`src/hdl/tx_cfg_pkg.sv`:
```
// constants and field layout of the transmit configuration control block
// Contract
// with the in-band check-sequence bit set the check sequence comes from the frame data, otherwise it is computed and appended.
// every outgoing frame has its check sequence verified, supplied or generated.
// bit 28 gates all transmit operation and resets to one.
// bit 27 resets to zero and permits tagged frames when set, forbids them when clear.
// a frame counts as tagged only when its type/length field is 0x8100.
// software keeps the basic tag enable clear while the extended tag mode is in use.
// software enables oversize frames before using the extended tag function.
// software leaves the duplex select bit 26 at zero since only full duplex works.
// with bit 25 set the gap is lengthened to the programmed gap extension value.
// never fewer than 12 idle cycles pass between frames. A reset write clears the gap count, so the next frame can follow sooner.
// bit 22 picks the timestamp command source, sideband when zero and in-line when one.
// without timestamping in the build bit 22 is ignored.
// bits 24:23 and 21:0 ignore writes and read as zero.
// writes land any time but settings apply only in the gap, except the reset bit which acts at once.
// bit 30 resets to zero and allows frames above the standard maximum length when set.
// with extension on the gap is the larger of the programmed count and 12.
package tx_cfg_pkg;
	localparam logic [15:0] TX_CFG_OFFSET   = 16'h0408;
	localparam int          BIT_RESET       = 31;
	localparam int          BIT_OVERSIZE    = 30;
	localparam int          BIT_FCS_INBAND  = 29;
	localparam int          BIT_TX_EN       = 28;
	localparam int          BIT_VLAN_EN     = 27;
	localparam int          BIT_DUPLEX      = 26;
	localparam int          BIT_GAP_EXT     = 25;
	localparam int          BIT_TS_INLINE   = 22;
	localparam logic [31:0] TX_CFG_WMASK    = 32'h7E400000;
	localparam logic [31:0] TX_CFG_RESET    = 32'h10000000;
	localparam logic [15:0] VLAN_TPID       = 16'h8100;
	localparam logic [7:0]  MIN_GAP_CYCLES  = 8'h0C;
	localparam logic [15:0] STD_MAX_LEN     = 16'h05EE;
	localparam int          TYPE_BYTE_HI    = 12;
	localparam int          TYPE_BYTE_LO    = 13;
	typedef enum logic [1:0] {
		ST_GAP   = 2'b00,
		ST_FRAME = 2'b01,
		ST_DROP  = 2'b10
	} tx_state_e;
endpackage

```
`src/hdl/mac_tx_config_control.sv`:
```
// transmit configuration register and the frame gating it steers
`timescale 1ns/1ps
`default_nettype none
module mac_tx_config_control #(
	parameter bit HAS_TIMESTAMP = 1'b1
) (
	input  wire logic                       mclk_i,
	input  wire logic                       nrst_i,
	input  wire logic                       reg_wr_i,
	input  wire logic                       reg_rd_i,
	input  wire logic [15:0]                reg_addr_i,
	input  wire logic [31:0]                reg_wdata_i,
	output var  logic [31:0]                reg_rdata_o,
	output var  logic                       reg_rvalid_o,
	input  wire logic [7:0]                 gap_extension_value_i,
	input  wire logic                       ts_cmd_sideband_i,
	input  wire logic [7:0]                 s_data_i,
	input  wire logic                       s_valid_i,
	input  wire logic                       s_last_i,
	input  wire logic                       s_ts_cmd_i,
	input  wire logic                       fcs_ok_i,
	output var  logic [7:0]                 m_data_o,
	output var  logic                       m_valid_o,
	output var  logic                       m_last_o,
	output var  logic                       append_fcs_o,
	output var  logic                       check_fcs_o,
	output var  logic                       ts_cmd_o,
	output var  logic                       frame_error_o,
	output var  logic                       tx_reset_o,
	output var  logic                       duplex_select_o,
	output var  logic                       tx_idle_o
);
	import tx_cfg_pkg::*;

	initial begin
		if (HAS_TIMESTAMP !== 1'b0 && HAS_TIMESTAMP !== 1'b1)
			$error("HAS_TIMESTAMP must be 0 or 1");
	end

	// the gap counter is 8 bits wide and the tag test needs the two type bytes side by side
	initial begin
		if (MIN_GAP_CYCLES == 8'h00)
			$error("minimum gap must be at least one cycle");
		if (TYPE_BYTE_LO != TYPE_BYTE_HI + 1)
			$error("type field bytes must be adjacent");
		if (STD_MAX_LEN <= 16'(TYPE_BYTE_LO))
			$error("maximum length must cover the type field");
	end

	logic [31:0] shadow_q;
	logic [31:0] active_q;
	tx_state_e   state_q;
	logic [7:0]  gap_cnt_q;
	logic [15:0] len_q;
	logic [7:0]  type_hi_q;
	logic        wr_hit;
	logic        soft_rst;
	logic        in_gap;
	logic [7:0]  gap_target;
	logic        tagged_now;
	logic        fwd_last_q;
	logic        drop_last;

	assign wr_hit     = reg_wr_i && (reg_addr_i == TX_CFG_OFFSET);
	assign soft_rst   = wr_hit && reg_wdata_i[BIT_RESET];
	assign in_gap     = (state_q == ST_GAP);
	// extension only ever lengthens, the floor of 12 holds in both modes
	assign gap_target = (active_q[BIT_GAP_EXT] && gap_extension_value_i > MIN_GAP_CYCLES) ?
		gap_extension_value_i : MIN_GAP_CYCLES;
	assign tagged_now = (len_q == 16'(TYPE_BYTE_LO)) &&
		({type_hi_q, s_data_i} == VLAN_TPID);
	// the beats of a frame after its drop never reach the line, so its end is flagged here instead
	assign drop_last  = s_valid_i && s_last_i && (state_q == ST_DROP);

	// software image; reset bit self-clears so it never stores
	always_ff @(posedge mclk_i or negedge nrst_i) begin
		if (!nrst_i) begin
			shadow_q <= TX_CFG_RESET;
		end else if (soft_rst) begin
			shadow_q <= TX_CFG_RESET;
		end else if (wr_hit) begin
			shadow_q <= reg_wdata_i & TX_CFG_WMASK;
		end
	end

	// settings seen by the datapath move only while idle in the gap, or at once to defaults on a reset write
	always_ff @(posedge mclk_i or negedge nrst_i) begin
		if (!nrst_i) begin
			active_q <= TX_CFG_RESET;
		end else if (soft_rst) begin
			active_q <= TX_CFG_RESET;
		end else if (in_gap && !(s_valid_i && gap_cnt_q == 8'h00)) begin
			active_q <= shadow_q;
		end
	end

	always_ff @(posedge mclk_i or negedge nrst_i) begin
		if (!nrst_i) begin
			reg_rdata_o  <= 32'h00000000;
			reg_rvalid_o <= 1'b0;
		end else begin
			reg_rvalid_o <= reg_rd_i;
			reg_rdata_o  <= (reg_rd_i && reg_addr_i == TX_CFG_OFFSET) ? shadow_q : 32'h00000000;
		end
	end

	// frame sequencing and gap counting
	always_ff @(posedge mclk_i or negedge nrst_i) begin
		if (!nrst_i) begin
			state_q   <= ST_GAP;
			gap_cnt_q <= 8'h00;
			len_q     <= 16'h0000;
			type_hi_q <= 8'h00;
		end else if (soft_rst) begin
			state_q   <= ST_GAP;
			gap_cnt_q <= 8'h00;
			len_q     <= 16'h0000;
		end else begin
			unique case (state_q)
				ST_GAP: begin
					if (gap_cnt_q != 8'h00) begin
						gap_cnt_q <= gap_cnt_q - 8'h01;
					end else if (s_valid_i && active_q[BIT_TX_EN]) begin
						len_q   <= 16'h0001;
						state_q <= s_last_i ? ST_GAP : ST_FRAME;
						if (s_last_i)
							gap_cnt_q <= gap_target;
					end
				end
				ST_FRAME, ST_DROP: begin
					if (s_valid_i) begin
						len_q <= len_q + 16'h0001;
						if (len_q == 16'(TYPE_BYTE_HI))
							type_hi_q <= s_data_i;
						if (state_q == ST_FRAME && tagged_now && !active_q[BIT_VLAN_EN])
							state_q <= ST_DROP;
						// oversize frames are cut off unless allowed
						if (state_q == ST_FRAME && !active_q[BIT_OVERSIZE] && len_q >= STD_MAX_LEN)
							state_q <= ST_DROP;
						if (s_last_i) begin
							state_q   <= ST_GAP;
							gap_cnt_q <= gap_target;
						end
					end
				end
			endcase
		end
	end

	// output stage; the stream has no ready, so a beat is either passed on or lost
	always_ff @(posedge mclk_i or negedge nrst_i) begin
		if (!nrst_i) begin
			m_data_o  <= 8'h00;
			m_valid_o <= 1'b0;
			m_last_o  <= 1'b0;
		end else begin
			m_data_o  <= s_data_i;
			m_valid_o <= s_valid_i && active_q[BIT_TX_EN] && !soft_rst &&
				((state_q == ST_FRAME) || (state_q == ST_GAP && gap_cnt_q == 8'h00));
			m_last_o  <= s_last_i;
		end
	end

	// the datapath's verdict arrives one cycle after the forwarded last beat
	always_ff @(posedge mclk_i or negedge nrst_i) begin
		if (!nrst_i) begin
			fwd_last_q <= 1'b0;
		end else begin
			fwd_last_q <= m_valid_o && m_last_o;
		end
	end

	// verdicts outside a forwarded end are meaningless and must not raise an error
	always_ff @(posedge mclk_i or negedge nrst_i) begin
		if (!nrst_i) begin
			frame_error_o <= 1'b0;
		end else begin
			frame_error_o <= drop_last || (fwd_last_q && !fcs_ok_i);
		end
	end

	// without timestamping the select bit has no effect
	always_ff @(posedge mclk_i or negedge nrst_i) begin
		if (!nrst_i) begin
			ts_cmd_o <= 1'b0;
		end else begin
			ts_cmd_o <= HAS_TIMESTAMP ?
				(active_q[BIT_TS_INLINE] ? s_ts_cmd_i : ts_cmd_sideband_i) : 1'b0;
		end
	end

	// check-sequence append follows the active image and checking is on from the first cycle after reset, so neither flips mid-frame
	always_ff @(posedge mclk_i or negedge nrst_i) begin
		if (!nrst_i) begin
			append_fcs_o <= 1'b1;
			check_fcs_o  <= 1'b0;
		end else begin
			append_fcs_o <= !active_q[BIT_FCS_INBAND];
			check_fcs_o  <= 1'b1;
		end
	end

	// status toward the line side; duplex is only passed through, half duplex is unsupported
	always_ff @(posedge mclk_i or negedge nrst_i) begin
		if (!nrst_i) begin
			tx_reset_o      <= 1'b0;
			duplex_select_o <= 1'b0;
			tx_idle_o       <= 1'b1;
		end else begin
			tx_reset_o      <= soft_rst;
			duplex_select_o <= active_q[BIT_DUPLEX];
			tx_idle_o       <= in_gap && gap_cnt_q == 8'h00;
		end
	end
endmodule
`default_nettype wire

```
`config.mk`:
```
export PLATFORM = sky130hd
export DESIGN_NAME = mac_tx_config_control
export DESIGN_NICKNAME = d
export VERILOG_FILES = /design/src/hdl/tx_cfg_pkg.sv /design/src/hdl/mac_tx_config_control.sv
export SDC_FILE = /design/constraint.sdc
export NUM_CORES = 1
export LEC_CHECK = 0
export ABC_CLOCK_PERIOD_IN_PS = 3270
export BUFFER_PORTS_ARGS = -buffer_cell sky130_fd_sc_hd__buf_2
export CORE_MARGIN = 4
export CORE_UTILIZATION = 48
export DETAILED_ROUTE_END_ITERATION = 10
export GPL_TIMING_DRIVEN = 0
export PLACE_DENSITY = 0.75
export SLEW_MARGIN = 0
export SYNTH_ARGS = -nofsm -noshare
export SYNTH_HDL_FRONTEND = slang
export SYNTH_SLANG_ARGS = --single-unit
```
`constraint.sdc`:
```
create_clock -name mclk_i -period 3.27 [get_ports mclk_i]
set_clock_uncertainty 0.05 [all_clocks]
set_input_delay 0.4905 -clock mclk_i [delete_from_list [all_inputs] [get_ports mclk_i]]
set_output_delay 0.4905 -clock mclk_i [all_outputs]
set_load 0.1 [all_outputs]
```
==> impl_metrics.json <==
{
  "outcome": "complete, no violations",
  "grt_pass1_wl_um": 16000,
  "grt_pass1_vias": 3299,
  "pwr-share-comb_pct": 36.8,
  "routed_via_density": 5.63,
  "cts_root_buffer": "clkbuf_8",
  "place_congestion": 0.852,
  "dp_hpwl_um": 7130,
  "maxSlewHeadroom_pct": 21.7,
  "cts_buffers": 9,
  "finalWorstPathRequiredPeriod_ns": 2.97,
  "port-buffer-count": 72,
  "placed_cells": 598,
  "cp_slowest_cell": "nor4b_1",
  "hold_viol": 0,
  "syn_inst": 399,
  "synth_area_per_cell_um2": 9.77,
  "p_clk_share_pct": 26.6,
  "clock_latency_ns": 0.35,
  "rows": 32,
  "max_cap_violations": 0,
  "cts_sinks": 74,
  "grt_overflow_total": 0,
  "timing.setup.tns_ns": 0,
  "die_h_um": 98.1,
  "fill_cells": 682,
  "cts-resized-gates": 0,
  "path_clk_slew_ns": 0.09,
  "syn_area_um2": 3900,
  "arrival_ns": 3.16,
  "drive_above_1_share_pct": 27.5,
  "ctsHoldBuffers": 0,
  "yosys_register_bits": 74,
  "fmaxAchievable_ghz": 0.336,
  "antenna-diode-count": 0,
  "finalNetCount": 589,
  "yosysWarnings": 0,
  "max_stage_delay_ns": 0.89,
  "final_cells": 614,
  "synthTopCellsByCount": "dfrtp_1 (70), nand2_1 (41), a21oi_1 (25), buf_4 (25), o21ai_0 (23)",
  "area_growth_syn_to_layout_pct": 21.6,
  "synthFlopType": "dfrtp_1",
  "fin_util_pct": 60.7,
  "post-route-period-util_pct": 90.9,
  "dr.pass1.iters": 5,
  "routed_wl_um": 9700,
  "drt_iter0_markers": 217,
  "cts-htree-levels": 3,
  "p_seq_share_pct": 36.6,
  "vias": 3456,
  "pin_count": 123,
  "rsz0062_at_grt": "false",
  "antenna_found_initial": 0,
  "coreArea_um2": 7810,
  "critPathMaxFanout": 8,
  "yosysMostFrequentCell": "dfrtp_1",
  "setup_viol": 0,
  "ant_nets": 0,
  "p_per_area_nw_per_um2": 656,
  "worstPathRequired_ns": 3.46,
  "grt_max_degree": 75,
  "synth_edf_count": 0,
  "grtUsageTotal_pct": 20.4,
  "p_total_mw": 3.11,
  "leakagePower_nw": 2.30,
  "p_switching_mw": 1.24,
  "synthTopCellsByArea": "dfrtp_1 (45%), buf_4 (4.8%), nand2_1 (3.9%)",
  "worstMarginPinSlew_ns": 1.17,
  "crit_path_end_kind": "register",
  "yosysSeqAreaShare_pct": 47.7,
  "cp_cell_sequence": "clkbuf_1 > inv_1 > ha_1 > nor4b_1 > a31oi_1 > mux2i_1 > nor2_1",
  "holdCritPathClass": "primary input to async pin",
  "netSwitchingFraction_pct": 40.0,
  "synth.distinct_cells": 62,
  "async_flop_share_pct": 100,
  "drc_errors": 0,
  "ctsLongestPathBuffers": 2,
  "holdWs_ns": 0.0969,
  "dieArea_um2": 9620,
  "ir_worst_vdd_mv": 0.341,
  "wire_per_inst_um": 15.8,
  "cts_tree": "built",
  "start_util_pct": 49.9,
  "maxSlewViolCount": 0,
  "die_w_um": 98.1,
  "cts_setup_buffers": 0,
  "yosysTopAreaCell": "dfrtp_1",
  "synth_top_area_share_pct": 45.0,
  "internal_power_mw": 1.86,
  "critPathLaunchType": "register",
  "path_class": "register to register"
}
[per-layer routing]
layer	share of wire, %	vias to the layer above	GRT usage (%)	wire length [um]
li1	-	1622	-	-
met1	41	1672	26.8	3980
met2	50	147	34.2	4820
met3	7.9	15	4.00	771
met4	1.4	0	6.39	136
met5	0	-	0	0
[worst paths after layout]
kind | start | to | slack, ns | depth (start not counted)
worst max register to register | gap_cnt_q[1] | active_q[29] | 0.30 | 7
worst min register to register | active_q[26] | duplex_select_o | 0.35 | 0
worst min-delay path | nrst_i | len_q[4] | 0.1 | 2
max in group asynchronous | nrst_i | tx_idle_o | 2.74 | 2
min in group mclk_i | s_data_i[5] | m_data_o[5] | 0.22 | 1
worst max-delay path | gap_cnt_q[1] | active_q[29] | 0.30 | 7
[power by group through the flow]
stage               Combinational, mW  Clock, mW  Sequential, mW
floorplan                       0.817          0            1.18
global placement                 1.10          0            1.14
detailed placement               1.13          0            1.15
CTS                              1.13      0.842            1.13
global route                     1.26      0.881            1.15
finish                           1.14      0.827            1.14
[area by class of cell]
| type | instances | area [um2] | share of cell area [%] |
|---|---|---|---|
| Sequential cell | 74 | 1860 | 39.2 |
| Buffer | 42 | 258 | 5.44 |
| Timing Repair Buffer | 73 | 390 | 8.24 |
| Clock inverter | 6 | 97.6 | 2.06 |
| Inverter | 15 | 56.3 | 1.19 |
| Tap cell | 102 | 128 | 2.69 |
| Clock buffer | 10 | 138 | 2.90 |
| Multi-Input combinational cell | 292 | 1820 | 38.3 |
[sequential cells by signal (all words and copies together) (netlist names), 2 cells and up]
| register | flops |
|---|---|
| active_q | 7 |
| gap_cnt_q | 8 |
| len_q | 16 |
| m_data_o | 8 |
| reg_rdata_o | 7 |
| shadow_q | 7 |
| state_q | 2 |
| type_hi_q | 8 |
[cell families after synthesis]
family | Yosys count | share of synthesized area (%)
adders and majority gates | 9 | 2.89
muxes | 18 | 4.91
other | 2 | 0.193
buffers and inverters | 57 | 8.06
DFF | 74 | 47.7
AOI/OAI and AO/OA | 87 | 14.6
and+or+nand+nor | 152 | 21.7
[critical path, delay by kind of cell, from the launching register on]
kind	cells	cell delay, ns
compound gates	1	0.67
fa+ha+maj	1	0.20
mux	1	0.32
simple gates	2	0.96
flops	1	0.36
buf+inv	2	0.30
[stage by stage]
stage / worst slack (ns) / area (um2)
finish: 0.298 / 4740
global route: 0.0896 / 4740
CTS: 0.377 / 4740
detailed placement: 0.310 / 4500
global placement: 0.369 / 4470
floorplan: 0.788 / 3990
[layout by cell type (no fill, tap or decap), types with 2 or more instances in the layout]
cell type and n:
dfrtp_1 70, o221ai_1 2, o32a_1 2, and4_1 4
o2111ai_1 3, or4b_2 2, clkbuf_1 12, dfstp_2 4
conb_1 26, and2_1 8, nor4bb_1 2, nor4_1 10
bufinv_16 2, clkbuf_8 10, o211ai_1 2, inv_1 15
or3_1 6, and3_1 9, a211oi_1 2, nand4_1 6
clkinv_4 2, nand2b_1 7, or4_1 5, a21oi_1 25
nand3_1 10, nand2_1 41, nor2b_1 3, mux2i_1 9
a41oi_1 2, buf_4 26, a31oi_1 7, buf_2 75
nor4b_1 3, ha_1 9, nor2_1 15, mux2_2 9
nor3_1 14, o21ai_0 23
No activity file was read; power rests on OpenSTA's default activity.
